===== config.mk =====
export PLATFORM = sky130hd
export DESIGN_NAME = dsl_dac_load
export DESIGN_NICKNAME = d
export VERILOG_FILES = /design/src/dsl_pkg.sv /design/src/dsl_dac_load.sv
export SDC_FILE = /design/constraint.sdc
export NUM_CORES = 1
export LEC_CHECK = 0
export ABC_AREA = 1
export BUFFER_PORTS_ARGS = -buffer_cell sky130_fd_sc_hd__buf_2
export CAP_MARGIN = 10
export CELL_PAD_IN_SITES_DETAIL_PLACEMENT = 1
export CELL_PAD_IN_SITES_GLOBAL_PLACEMENT = 2
export CORE_AREA = 2 2 98 77
export CTS_BUF_LIST = sky130_fd_sc_hd__clkbuf_8
export DETAILED_ROUTE_END_ITERATION = 16
export DIE_AREA = 0 0 100 79
export GPL_ROUTABILITY_DRIVEN = 0
export GPL_TIMING_DRIVEN = 0
export PLACE_DENSITY = 0.89
export RECOVER_POWER = 100
export SLEW_MARGIN = 5
export SYNTH_ARGS = -nofsm -noshare
export SYNTH_HDL_FRONTEND = slang
export SYNTH_SLANG_ARGS = --single-unit

===== constraint.sdc =====
create_clock -name core_clk -period 3 [get_ports core_clk]
set_input_delay 0.6 -clock core_clk [delete_from_list [all_inputs] [get_ports core_clk]]
set_output_delay 0.6 -clock core_clk [all_outputs]
set_load 0.05 [all_outputs]

===== src/dsl_pkg.sv =====
package dsl_pkg;

  // ****************************************
  // word format
  // ****************************************
  localparam int WORD_BITS = 16;
  localparam int SEG_BITS = 4;
  localparam int SEG_COUNT = 15;
  localparam logic [4:0] WORD_COUNT_FULL = 5'h10;

  // ****************************************
  // variants
  // ****************************************
  localparam int RES_16 = 16;
  localparam int RES_14 = 14;
  localparam int RES_12 = 12;
  localparam logic [15:0] ZERO_CODE = 16'h0000;
  // midscale is the top code bit set, left-justified, so it is 8000 for all widths
  localparam logic [15:0] MID_CODE = 16'h8000;

  // ****************************************
  // timing
  // ****************************************
  localparam int CLK_PERIOD_PS = 4000;
  localparam int CLEAR_MIN_NS = 10;
  // shortest clear low pulse, rounded up to whole cycles
  localparam int CLEAR_MIN_CYC =
    (CLEAR_MIN_NS * 1000 + CLK_PERIOD_PS - 1) / CLK_PERIOD_PS;

endpackage : dsl_pkg


===== src/dsl_dac_load.sv =====
`timescale 1ns/1ps
// Overview of operation
// - after select falls, data shifts in msb first on each rising serial clock
// - select rising after sixteen bits copies the shift register into the latch
// - serial clock edges are ignored while select is high
// - extra edges keep only the last sixteen bits for the latch
// - fourteen-bit variant: code left-justified, two trailing bits ignored
// - twelve-bit variant: code left-justified, four trailing bits ignored
// - zero-scale variant powers up with latch at code zero
// - midscale variant powers up with latch at its midscale code
// - clear low forces latch to its reset code without serial clock
// - top four latch bits decode to fifteen thermometer segments
module dsl_dac_load #(
  parameter int RESOLUTION = dsl_pkg::RES_16,
  parameter bit MIDSCALE = 1'b0
) (
  input wire logic core_clk,
  input wire logic sys_rst,
  input wire logic chip_sel_n,
  input wire logic ser_clk,
  input wire logic ser_din,
  input wire logic async_clear_n,
  output logic [RESOLUTION-1:0] dac_code,
  output logic [dsl_pkg::SEG_COUNT-1:0] seg_therm,
  output logic [RESOLUTION-dsl_pkg::SEG_BITS-1:0] bin_bits,
  output logic word_valid
);

  localparam int PAD = dsl_pkg::WORD_BITS - RESOLUTION;
  localparam int BIN_W = RESOLUTION - dsl_pkg::SEG_BITS;
  localparam logic [15:0] RESET_WORD = MIDSCALE ? dsl_pkg::MID_CODE : dsl_pkg::ZERO_CODE;

  // only the three documented word layouts have a slicing that makes sense
  if (RESOLUTION != dsl_pkg::RES_16 && RESOLUTION != dsl_pkg::RES_14 &&
      RESOLUTION != dsl_pkg::RES_12) begin : g_bad_resolution
    $error("unsupported resolution");
  end

  // ****************************************
  // pin synchronisers
  // ****************************************
  logic [1:0] cs_sync_r;
  logic [1:0] sck_sync_r;
  logic [1:0] din_sync_r;
  logic [1:0] clr_sync_r;
  logic cs_last_r;
  logic sck_last_r;

  always_ff @(posedge core_clk) begin
    if (sys_rst) begin
      cs_sync_r <= 2'h3;
      sck_sync_r <= 2'h0;
      din_sync_r <= 2'h0;
      clr_sync_r <= 2'h3;
      cs_last_r <= 1'b1;
      sck_last_r <= 1'b0;
    end else begin
      cs_sync_r <= {cs_sync_r[0], chip_sel_n};
      sck_sync_r <= {sck_sync_r[0], ser_clk};
      din_sync_r <= {din_sync_r[0], ser_din};
      clr_sync_r <= {clr_sync_r[0], async_clear_n};
      cs_last_r <= cs_sync_r[1];
      sck_last_r <= sck_sync_r[1];
    end
  end

  logic cs_low;
  logic cs_rise;
  logic sck_rise;
  logic clear_act;
  assign cs_low = ~cs_sync_r[1];
  assign cs_rise = cs_sync_r[1] & ~cs_last_r;
  assign sck_rise = sck_sync_r[1] & ~sck_last_r;
  // the clear acts on the sampled level; at 250 MHz a 10 ns pulse spans
  // CLEAR_MIN_CYC samples, so it is always seen, at the cost of a 2-cycle lag
  assign clear_act = ~clr_sync_r[1];

  // ****************************************
  // shift register and bit count
  // ****************************************
  logic [15:0] shift_r;
  logic [4:0] count_r;

  always_ff @(posedge core_clk) begin
    if (sys_rst) begin
      shift_r <= 16'h0000;
      count_r <= 5'h00;
    end else if (!cs_low) begin
      if (cs_rise) begin
        count_r <= 5'h00;
      end
    end else if (sck_rise) begin
      // oldest bit falls off the top
      shift_r <= {shift_r[14:0], din_sync_r[1]};
      if (count_r != dsl_pkg::WORD_COUNT_FULL) begin
        count_r <= count_r + 5'h01;
      end
    end
  end

  // ****************************************
  // dac latch
  // ****************************************
  logic [RESOLUTION-1:0] latch_r;
  logic [RESOLUTION-1:0] latch_nxt;

  always_comb begin
    latch_nxt = latch_r;
    if (clear_act) begin
      latch_nxt = RESET_WORD[15 -: RESOLUTION];
    end else if (cs_rise && count_r == dsl_pkg::WORD_COUNT_FULL) begin
      latch_nxt = shift_r[15 -: RESOLUTION];
    end
  end

  always_ff @(posedge core_clk) begin
    if (sys_rst) begin
      latch_r <= RESET_WORD[15 -: RESOLUTION];
      word_valid <= 1'b0;
    end else begin
      latch_r <= latch_nxt;
      word_valid <= cs_rise && !clear_act && count_r == dsl_pkg::WORD_COUNT_FULL;
    end
  end

  // ****************************************
  // segment decode
  // ****************************************
  logic [dsl_pkg::SEG_COUNT-1:0] therm_nxt;
  genvar gi;
  generate
    for (gi = 0; gi < dsl_pkg::SEG_COUNT; gi++) begin : g_seg
      assign therm_nxt[gi] = latch_nxt[RESOLUTION-1 -: dsl_pkg::SEG_BITS] > gi;
    end
  endgenerate

  always_ff @(posedge core_clk) begin
    if (sys_rst) begin
      dac_code <= RESET_WORD[15 -: RESOLUTION];
      seg_therm <= MIDSCALE ? 15'h00ff : 15'h0000;
      bin_bits <= '0;
    end else begin
      dac_code <= latch_nxt;
      seg_therm <= therm_nxt;
      bin_bits <= latch_nxt[BIN_W-1:0];
    end
  end

endmodule : dsl_dac_load


Yosys cells after proc, flatten, opt, wreduce, memory -nomap -nowiden
Cells that the tools add are included.

Bits in registers: 75. Bits of input ports: 6. Output and inout port bits: 44. Word-level logic and storage cells: 49.

$add $sub $neg: 1. Order comparisons: 15. Equality and inequality tests: 3. Mux-type cells: 6. Bitwise operators: 5. Reduce and logical (&&, ||, !) cells: 7.

Operators with widths (number): 16-bit 2-to-1 mux (2); 4-bit greater-than comparator (second input constant) (7); 5-bit 2-to-1 mux (4); 4-bit by 3-bit greater-than comparator with 1-bit output (second input constant) (4); 4-bit by 1-bit greater-than comparator with 1-bit output (second input constant) (2); 4-bit by 2-bit greater-than comparator with 1-bit output (second input constant) (2); 5-bit by 1-bit adder with 5-bit output (second input constant) (1); 5-bit == test (second input constant) (1); 5-bit inequality test (second input constant) (1); 2-bit nonzero test (2); 1-bit logical AND (3); 1-bit NOT (3); 3-bit AND reduction (1); 1-bit bitwise AND (2); 2-bit by 1-bit inequality test with 1-bit output (second input constant) (1); 2-bit AND reduction (1).

Depth between registers and ports, before layout
Gate-level depths: netlist of run 1.

Word-level depth: 6. Mapped depth: 11. Mapped depth without buffers: 11.

Least setup slack after synthesis of run 1
No wires, ideal clock.

Path kind: flip-flop to output port. From: register dac_code[0]. To: output port dac_code[0]. Arrival time: 913 ps. Data required time: 2400 ps. Path slack: 1487 ps. Cell stages (with the launch flop): 2. Path buffers: 1. Path through: dfxtp_1 > buf_4.

RTL lines: start, declared (line dsl_dac_load.sv:23) `output logic [RESOLUTION-1:0] dac_code,`; start signal, assigned (line dsl_dac_load.sv:139) `dac_code <= RESET_WORD[15 -: RESOLUTION];`; start signal, assigned (line dsl_dac_load.sv:143) `dac_code <= latch_nxt;`.

No word-level cell between the ends.

Final worst setup path of run 1
From: register cs_sync_r[1]. To: register seg_therm[14] (netlist bit).

Longest elaborated chain between the ends: 5.

Ends and longest elaborated chain: start, declared (line dsl_dac_load.sv:42) `logic [1:0] cs_sync_r;`; start signal, assigned (line dsl_dac_load.sv:58) `cs_sync_r <= {cs_sync_r[0], chip_sel_n};`; 1-bit bitwise AND (line dsl_dac_load.sv:72) `assign cs_rise = cs_sync_r[1] & ~cs_last_r;`; 1-bit logical AND (line dsl_dac_load.sv:111) `end else if (cs_rise && count_r == dsl_pkg::WORD_COUNT_FULL) begin`; 16-bit 2-to-1 mux (line dsl_dac_load.sv:111); 16-bit 2-to-1 mux (line dsl_dac_load.sv:109) `if (clear_act) begin`; 4-bit greater-than comparator (line dsl_dac_load.sv:133) `assign therm_nxt[gi] = latch_nxt[RESOLUTION-1 -: dsl_pkg::SEG_BITS] > gi;`; end signal, assigned (line dsl_dac_load.sv:140) `seg_therm <= MIDSCALE ? 15'h00ff : 15'h0000;`; end signal, assigned (line dsl_dac_load.sv:144) `seg_therm <= therm_nxt;`; end, declared (line dsl_dac_load.sv:24) `output logic [dsl_pkg::SEG_COUNT-1:0] seg_therm,`.

No other way between the ends. A chain may end at the register's enable or synchronous reset.

==> results of run 1 <==
layout by cell type, fill, tap and decap left out, types with 2 or more instances in the layout:
cell	netlist	routed
clkinv_4	0	2
clkbuf_8	0	9
buf_2	3	4
dfxtp_1	63	63
bufinv_16	0	2
clkinvlp_4	0	2
buf_4	13	13
inv_1	26	28
or2_2	6	6
clkbuf_1	5	53
a21oi_1	34	34
nor2_1	16	18
o21ai_0	8	8
nand3_1	3	6
nand2_1	77	81
nor2_4	3	3
ha_1	2	2
nand3_4	4	2
inv_2	4	2
nand4_1	5	5
final cells by class:
| type | count | share of cell area (%) |
|---|---|---|
| Sequential cell | 63 | 44.70 |
| Multi-Input combinational cell | 169 | 28.38 |
| Timing Repair Buffer | 48 | 6.563 |
| Buffer | 22 | 4.656 |
| Clock buffer | 9 | 4.390 |
| Inverter | 30 | 3.991 |
| Tap cell | 87 | 3.858 |
| Clock inverter | 7 | 3.459 |
worst register-to-register path, cell delays in order (launching register included):
cell	delay, ns
dfxtp_1	0.39
inv_1	0.14
nor2_1	0.27
nand3_1	0.38
inv_1	0.25
nand2_1	0.10
nand3_1	0.23
nor2_4	0.07
and2_0	0.13
state kept, by name, indices dropped and copies added, names as in the netlist:
signal	count
dac_code	16
cs_last_r	1
word_valid	1
shift_r	16
seg_therm	15
cs_sync_r	2
sck_sync_r	2
din_sync_r	2
sck_last_r	1
count_r	5
clr_sync_r	2
cells by family (layout without fill, tap and decap cells):
| logic type | count (synthesis) | count (layout) |
|---|---|---|
| XOR/XNOR | 1 | 1 |
| AO/OA/AOI/OAI | 42 | 42 |
| adder cells (fa/ha/maj) | 2 | 2 |
| buffers and inverters | 52 | 116 |
| AND/OR/NAND/NOR | 124 | 124 |
| flip-flops | 63 | 63 |
final timing paths:
check | startpoint | to | slack [ns]
setup / recovery | cs_sync_r[1] | seg_therm[14] | 0.93
hold / removal | clr_sync_r[0] | clr_sync_r[1] | 0.41
setup reg to reg | cs_sync_r[1] | seg_therm[14] | 0.93
hold reg to reg | clr_sync_r[0] | clr_sync_r[1] | 0.41
through the flow:
| step | hold WS [ns] | instance area [um^2] | total power, uW | util (%) | setup slack, ns |
|---|---|---|---|---|---|
| 2_1_floorplan | 0.3883 | 2369 | 888.3 | - | 1.487 |
| 3_3_place_gp | 0.3939 | 2718 | 899.3 | 38.68 | 1.349 |
| 3_5_place_dp | 0.3975 | 2718 | 900.9 | 38.68 | 1.330 |
| 4_1_cts | 0.4102 | 2939 | 1710 | 41.83 | 1.322 |
| 5_1_grt | 0.4248 | 2821 | 1750 | 40.15 | 0.6526 |
| 6_report | 0.4074 | 2821 | 1686 | 40.15 | 0.9313 |
metal layers:
metal,routed length (um),vias up,track usage [%]
li1,-,992,-
met1,2493,874,18.72
met2,2389,39,22.57
met3,277,10,5.634
met4,80,0,4.932
met5,0,-,0
report_power, final:
part           total [uW]  internal (uW)  switching [uW]
registers             847            843            3.69
clock network         808            468             340
logic                31.5           8.72            22.8
==> impl_metrics.tcl, run 1 <==
set metrics [dict create \
    postCtsHoldBufs 0 \
    n_fill_cell 904 \
    clock_latency_ns 0.34 \
    netlist_area_um2 2369 \
    post-synth-top-area-cell "dfxtp_1" \
    drive_above_1_share_pct 13.51 \
    drc 0 \
    syn_nets 292 \
    synth_cell_types 24 \
    worst-setup-path-type "flop to flop" \
    grt.total_usage_pct 14.60 \
    min_period_ns 2.069 \
    synth_top_family_by_area "simple AND/OR/NAND/NOR gates" \
    drv_cap 0 \
    finalNetCount 351 \
    dieArea_um2 7900 \
    cts_tree "yes" \
    drt_iter0_markers 53 \
    wl_mm 5.241 \
    grt_max_degree 13 \
    cp.required_ns 3.24 \
    ir_worst_vdd_mv 0.3558 \
    grt_pass1_vias 1910 \
    cts_buffers 9 \
    outcome "complete, no violations" \
    ctsResizeCount 0 \
    crit_family "simple AND/OR/NAND/NOR gates" \
    grt_pass1_wl_mm 8.928 \
    ant_nets 0 \
    fin_setup_tns_ns 0 \
    max_slew.worst_pin.slew_ns 0.6154 \
    grt_overflow 0 \
    worstPathArrival_ns 2.31 \
    area_delta_synth_final_pct 19.12 \
    vias 1915 \
    synthArstFlopShare_pct 0 \
    crit_buf_inv 2 \
    core_um2 7027 \
    postCtsSetupRepairBufs 0 \
    synthTopCellsByCount "nand2_1, dfxtp_1, a21oi_1, inv_1, nor2_1" \
    viasPerCell 4.402 \
    yosys.area_share.simple_pct 25.99 \
    pin_count 50 \
    setup_violations 0 \
    synth_compound_area_share_pct 8.875 \
    final_cells 435 \
    dp_hpwl_mm 3.768 \
    path_depth 8 \
    synth-edff-count 0 \
    min_period_over_period_pct 68.96 \
    yosysMostFrequentCell "nand2_1" \
    regArea_um2 1261 \
    synthAdderAreaFrac_pct 1.057 \
    root_buffer "clkbuf_8" \
    synth_xor_area_share_pct 0.3698 \
    worstHoldPathType "flop to flop" \
    powerDensity_nw_per_um2 597.6 \
    drt-pass1-iter-count 4 \
    numPortBuffers 48 \
    rsz0062_at_grt "false" \
    die-width_um 100 \
    ys_seq_area_share_pct 53.25 \
    cp_max_fo 9 \
    fp.dieH_um 79 \
    drv_slew 0 \
    slew-limit-headroom_pct 59.15 \
    muxShareOfSynthArea_pct 0 \
    path_clk_slew_ns 0.07 \
    r2r_cells 8 \
    rows 27 \
    dp_cells 419 \
    synth_flop_cell "dfxtp_1" \
    cp_slowest_stage_delay_ns 0.39 \
    synth-seq-cells 63 \
    synth_top_area_share_pct 53.25 \
    clk_path_buf_depth 2 \
    h-tree-depth 3 \
    multiInputGateArea_um2 800.8 \
    cp_slowest_cell "dfxtp_1" \
    synth_cells 284 \
    skew_ns 0.007412 \
    yosysWarnings 0 \
    endpoint_kind "flop" \
    initial_core_util_pct 33.71 \
    synth_area_leaders "dfxtp_1, nand2_1, a21oi_1, buf_4, inv_1" \
    antenna_found_initial 0 \
    whs_path_depth 1 \
    cts.sinks 63 \
    leakagePower_uw 0.001153 \
    fmax_mhz 483.4 \
    post_synth.cell_area_avg_um2 8.340 \
    path_cells "inv_1 > nor2_1 > nand3_1 > inv_1 > nand2_1 > nand3_1 > nor2_4 > and2_0" \
    routedWlPerCell_um 12.05 \
    hold_violations 0 \
    start_kind "flop" \
    n_antenna_cell 0 \
]
No activity file was read; power rests on OpenSTA's default activity.
==> inputs of run 2 (changes only) <==
--- a/config.mk
+++ b/config.mk
@@ -10,13 +10,13 @@
 export CAP_MARGIN = 10
 export CELL_PAD_IN_SITES_DETAIL_PLACEMENT = 1
 export CELL_PAD_IN_SITES_GLOBAL_PLACEMENT = 2
-export CORE_AREA = 2 2 98 77
+export CORE_AREA = 2 2 108 84
 export CTS_BUF_LIST = sky130_fd_sc_hd__clkbuf_8
 export DETAILED_ROUTE_END_ITERATION = 16
-export DIE_AREA = 0 0 100 79
+export DIE_AREA = 0 0 110 86
 export GPL_ROUTABILITY_DRIVEN = 0
 export GPL_TIMING_DRIVEN = 0
-export PLACE_DENSITY = 0.89
+export PLACE_DENSITY = 0.79
 export RECOVER_POWER = 100
 export SLEW_MARGIN = 5
 export SYNTH_ARGS = -nofsm -noshare
==> constraint.sdc (replaced) <==
create_clock -name core_clk -period 1.7 [get_ports core_clk]
set_input_delay 0.34 -clock core_clk [delete_from_list [all_inputs] [get_ports core_clk]]
set_output_delay 0.34 -clock core_clk [all_outputs]
set_load 0.05 [all_outputs]
==> run 2 against run 1 <==
  * Worst setup slack lost 0.76 ns
  * Register-to-register slack lost 0.76 ns
  * Critical path type unchanged
  * Count of clock-buffer cells in the layout grew 2
  * Combinational power grew 90%
  * Utilization shrank 5.1 points
  * Cell area grew 3.1%
  * Largest power group unchanged
  * Highest routed layer unchanged
  * Via count grew 1.9%
  * Hold slack lost 0.23 ns
==> impl_metrics.tcl, run 2 (same netlist as run 1, synthesis figures left out) <==
set metrics [dict create \
    clock_latency_ns 0.34 \
    layout_commonest_cell "nand2_1" \
    drt_iter0_markers 45 \
    outcome "complete, no violations" \
    pin_count 50 \
    worst-setup-path-type "flop to flop" \
    power.total_uw 2734 \
    start_kind "flop" \
    initial_core_util_pct 28.50 \
    powerDensity_nw_per_um2 939.7 \
    cp_slowest_stage_delay_ns 0.33 \
    h-tree-depth 3 \
    hold_violations 0 \
    drc 0 \
    fin_setup_tns_ns 0 \
    dp_slack_ns 0.08809 \
    n_antenna_cell 0 \
    drv_cap 0 \
    skew_ns 0.005800 \
    slew-limit-headroom_pct 59.39 \
    postCtsHoldBufs 0 \
    ir_worst_vdd_mv 0.4439 \
    path_cells "inv_1 > ha_1 > nand2_1 > inv_2 > nand3_4 > nand2_1 > nand3_4 > nor2_4 > and2_1" \
    vias 1952 \
    rows 29 \
    cts.sinks 63 \
    min_period_ns 1.530 \
    cp_slowest_cell "dfxtp_1" \
    cts_tree "yes" \
    setup_violations 0 \
    cts_buffers 9 \
    grt_max_degree 12 \
    endpoint_kind "flop" \
    viasPerCell 4.262 \
    timing.final.ws_setup_ns 0.1699 \
    fp.dieH_um 86 \
    grt_pass1_vias 1922 \
    routedWlPerCell_um 11.62 \
    drive_above_1_share_pct 21.14 \
    numPortBuffers 48 \
    dp_cells 440 \
    wl_mm 5.324 \
    rsz0062_at_grt "false" \
    grt_pass1_wl_mm 9.108 \
    worstHoldPathType "primary input to flop" \
    drt-pass1-iter-count 4 \
    leakagePower_uw 0.001201 \
    grt.total_usage_pct 12.71 \
    path_clk_slew_ns 0.07 \
    finalNetCount 353 \
    fin_util_pct 35.01 \
    crit_family "simple AND/OR/NAND/NOR gates" \
    worstPathArrival_ns 1.82 \
    final_cell_mix "nand2_1, dfxtp_1, clkbuf_1" \
    reg_top3 "dac_code: 16 flops, shift_r: 16 flops, seg_therm: 15 flops" \
    area_delta_synth_final_pct 22.82 \
    die-width_um 110 \
    crit_buf_inv 2 \
    antenna_found_initial 0 \
    clk_path_buf_depth 2 \
    cp_max_fo 9 \
    fmax_mhz 653.5 \
    min_period_over_period_pct 90.01 \
    max_slew.worst_pin.slew_ns 0.6118 \
    ant_nets 0 \
    root_buffer "clkbuf_8" \
    core_um2 8309 \
    dieArea_um2 9460 \
    cp.required_ns 1.99 \
    drv_slew 0 \
    final_cells 458 \
    grt_overflow 0 \
    dp_hpwl_mm 3.951 \
]
-- run 2: cell types whose count changed in the layout (fill, tap and decap cells not counted), moves of 3 or more --
cell and delta:
clkbuf_1 -16, clkbuf_2 +13, nand2_1 -4, nand2_2 +4
buf_2 +3, nand3_1 -3
-- run 2: repair_timing --
action	in CTS	in global routing
buffers inserted	0	2
endpoints found under the setup margin	0	5
resized for setup	0	4
-- run 2: power breakdown --
part	internal (uW)	leakage, uW	switching, uW	total (uW)
combinational	16.8	0.000604	43.3	60.0
clock	602	0.0000873	577	1180
sequential	1490	0.000509	7.34	1500
-- run 2: final cells by class --
class                           count  area (um^2)
Buffer                             22        135.1
Clock buffer                       11        151.4
Clock inverter                      5        32.53
Fill cell                        1040         5400
Inverter                           30        115.1
Multi-Input combinational cell    169        862.1
Sequential cell                    63         1261
Tap cell                          108        135.1
Timing Repair Buffer               50        216.5
-- run 2: worst paths after layout --
kind                     start       endpoint  slack, ns  depth (start not counted)
hold / removal      chip_sel_n   cs_sync_r[0]       0.18                          2
hold reg to reg   cs_sync_r[0]   cs_sync_r[1]       0.41                          1
setup / recovery    count_r[0]  seg_therm[14]       0.17                          9
setup reg to reg    count_r[0]  seg_therm[14]       0.17                          9
-- run 2: metrics by stage --
step | hold WS (ns) | cell area, um^2
2_1_floorplan | 0.3883 | 2369
5_1_grt | 0.1738 | 2909
3_5_place_dp | 0.3981 | 2744
3_3_place_gp | 0.3930 | 2744
4_1_cts | 0.1714 | 2928
6_report | 0.1795 | 2909
-- run 2: metal layers --
metal,track usage [%],wire length (um)
met5,0,0
met2,18.57,2283
met3,4.863,286
met1,16.60,2658
met4,5.524,95
==> inputs of run 3 (changes only) <==
--- a/config.mk
+++ b/config.mk
@@ -10,13 +10,13 @@
 export CAP_MARGIN = 10
 export CELL_PAD_IN_SITES_DETAIL_PLACEMENT = 1
 export CELL_PAD_IN_SITES_GLOBAL_PLACEMENT = 2
-export CORE_AREA = 2 2 108 84
+export CORE_AREA = 2 2 103 80
 export CTS_BUF_LIST = sky130_fd_sc_hd__clkbuf_8
 export DETAILED_ROUTE_END_ITERATION = 16
-export DIE_AREA = 0 0 110 86
+export DIE_AREA = 0 0 105 82
 export GPL_ROUTABILITY_DRIVEN = 0
 export GPL_TIMING_DRIVEN = 0
-export PLACE_DENSITY = 0.79
+export PLACE_DENSITY = 0.82
 export RECOVER_POWER = 100
 export SLEW_MARGIN = 5
 export SYNTH_ARGS = -nofsm -noshare
==> constraint.sdc (replaced) <==
create_clock -name core_clk -period 1.6 [get_ports core_clk]
set_input_delay 0.32 -clock core_clk [delete_from_list [all_inputs] [get_ports core_clk]]
set_output_delay 0.32 -clock core_clk [all_outputs]
set_load 0.05 [all_outputs]
==> run 3 against run 2 <==
  * Critical path depth unchanged
  * First-iteration DRC count down 18%
  * Clock skew is 0.0046 ns higher
  * Maximum frequency grew 4.1%
  * Critical path type unchanged
  * Highest routed layer unchanged
==> impl_metrics.tcl, run 3 (same netlist as run 1, synthesis figures left out) <==
set metrics [dict create \
    cp_slowest_stage_delay_ns 0.33 \
    worstHoldPathType "primary input to flop" \
    leakagePower_uw 0.001318 \
    antenna_found_initial 0 \
    fmax_mhz 680.3 \
    layout_commonest_cell "nand2_1" \
    clk_path_buf_depth 2 \
    routedWlPerCell_um 11.85 \
    place_area_um2 2740 \
    cell_internal_pwr_uw 2306 \
    cp_max_fo 6 \
    drc 0 \
    dieArea_um2 8610 \
    h-tree-depth 3 \
    crit_buf_inv 2 \
    outcome "complete, no violations" \
    vias 1968 \
    grt.total_usage_pct 13.44 \
    highest-signal-layer "met4" \
    cp.required_ns 1.89 \
    grt_max_degree 12 \
    path_cells "inv_2 > ha_1 > nand2_1 > inv_2 > nand3_4 > nand2_1 > nand3_2 > nor2_4 > and2_1" \
    initial_core_util_pct 31.01 \
    cp-startpoint "count_r[0]" \
    power.total_uw 2984 \
    dp_cells 437 \
    area_delta_synth_final_pct 25.57 \
    powerDensity_nw_per_um2 1003 \
    r2r_cells 9 \
    dp_hpwl_mm 3.888 \
    min_period_over_period_pct 91.87 \
    path_clk_slew_ns 0.07 \
    setup_violations 0 \
    routed-wl-met3_um 266 \
    switchingPower_uw 678.2 \
    r2r_end "seg_therm[14]" \
    switching_share_pct 22.73 \
    min_period_ns 1.470 \
    ir_worst_vdd_mv 0.5189 \
    drt_iter0_markers 37 \
    final_cell_mix "nand2_1, dfxtp_1, a21oi_1" \
    ant_nets 0 \
    skew_ns 0.01038 \
    pwr-share-seq_pct 53.2 \
    endpoint_kind "flop" \
    viasPerCell 4.306 \
    numPortBuffers 48 \
    root_buffer "clkbuf_8" \
    hold_violations 0 \
    design_area_um2 2974 \
    cts_buffers 9 \
    clkPwrFrac_pct 44.5 \
    core_um2 7637 \
    crit_family "simple AND/OR/NAND/NOR gates" \
    max_slew.worst_pin.slew_ns 0.6114 \
    drv_cap 0 \
    path_depth 9 \
    start_kind "flop" \
    die-width_um 105 \
    drv_slew 0 \
    wl_met2_mm 2.382 \
    clock_latency_ns 0.35 \
    finalNetCount 355 \
    wl_mm 5.414 \
    regToRegSetupSlack_ns 0.13 \
    slew-limit-headroom_pct 59.42 \
    n_antenna_cell 0 \
    cp-endpoint "seg_therm[14]" \
    fp.dieH_um 82 \
    whs_ns 0.1527 \
    drive_above_1_share_pct 30.68 \
    rows 28 \
    comb_power_share_pct 2.2 \
    grt_pass1_vias 1793 \
    regToRegStartpoint "count_r[0]" \
    drt-pass1-iter-count 4 \
    final_cells 457 \
    cp_slowest_cell "dfxtp_2" \
    worstPathArrival_ns 1.76 \
    dp_slack_ns 0.01598 \
    pin_count 50 \
    worst-setup-path-type "flop to flop" \
    grt_pass1_wl_mm 8.811 \
    wl_met1_mm 2.699 \
    cts.sinks 63 \
    reg_top3 "dac_code: 16 flops, shift_r: 16 flops, seg_therm: 15 flops" \
    cts_tree "yes" \
    grt_overflow 0 \
    timing.final.ws_setup_ns 0.1301 \
]
[run 3: cell count changes in the layout (fill, tap and decap cells not counted), moves of 2 or more]
| cell | change |
|---|---|
| clkbuf_1 | -23 |
| clkbuf_8 | -2 |
| clkinvlp_4 | -2 |
| nand2_2 | +3 |
| inv_1 | -2 |
| dfxtp_2 | +2 |
| buf_4 | +2 |
| nand2_1 | -3 |
| buf_2 | +24 |
| dfxtp_1 | -2 |
| inv_2 | +3 |
[run 3: final cells by class]
class	instances	area [um^2]
multi-input combinational	170	887.1
timing repair buffer	51	252.7
sequential	63	1264
fill	961	4663
clock inverter	7	65.06
buffer	22	135.1
inverter	30	115.1
tap	105	131.4
clock buffer	9	123.9
[run 3: power groups by stage]
stage / combinational [uW] / clock, uW / sequential [uW]
after global placement: 63.4 / 0 / 1620
after global routing: 74.7 / 1450 / 1590
after CTS: 66.0 / 1380 / 1590
after floorplan: 43.2 / 0 / 1620
after detailed placement: 65.6 / 0 / 1620
final: 65.8 / 1330 / 1590
[run 3: how the worst min path moves through the flow]
| stage | startpoint | to | cells after the start |
|---|---|---|---|
| 2_1_floorplan | din_sync_r[0] | din_sync_r[1] | 2 |
| 3_3_place_gp | sck_sync_r[0] | sck_sync_r[1] | 2 |
| 3_5_place_dp | cs_sync_r[0] | cs_sync_r[1] | 1 |
| 4_1_cts | async_clear_n | clr_sync_r[0] | 2 |
| 5_1_grt | async_clear_n | clr_sync_r[0] | 2 |
| 6_report | async_clear_n | clr_sync_r[0] | 2 |
[run 3: routing by layer]
layer  vias up  GRT usage (%)
met2        37          20.19
li1       1009              -
met4         0          4.800
met1       915          16.91
met5         -              0
met3         7          6.429
[run 3: what timing repair did]
item | 4_1_cts | 5_1_grt
gates resized for setup | 1 | 9
endpoints found under the hold margin | 0 | 0
pin swaps | 0 | 1
gates cloned | 0 | 1
endpoints found under the setup margin | 5 | 26
hold buffers | 0 | 0
buffers inserted | 0 | 3
[run 3: metrics by stage]
| stage | TNS, ns | util, % |
|---|---|---|
| floorplan | 0 | - |
| global placement | 0 | 35.88 |
| detailed placement | 0 | 35.88 |
| CTS | 0 | 38.42 |
| global route | -0.01160 | 38.94 |
| finish | 0 | 38.94 |
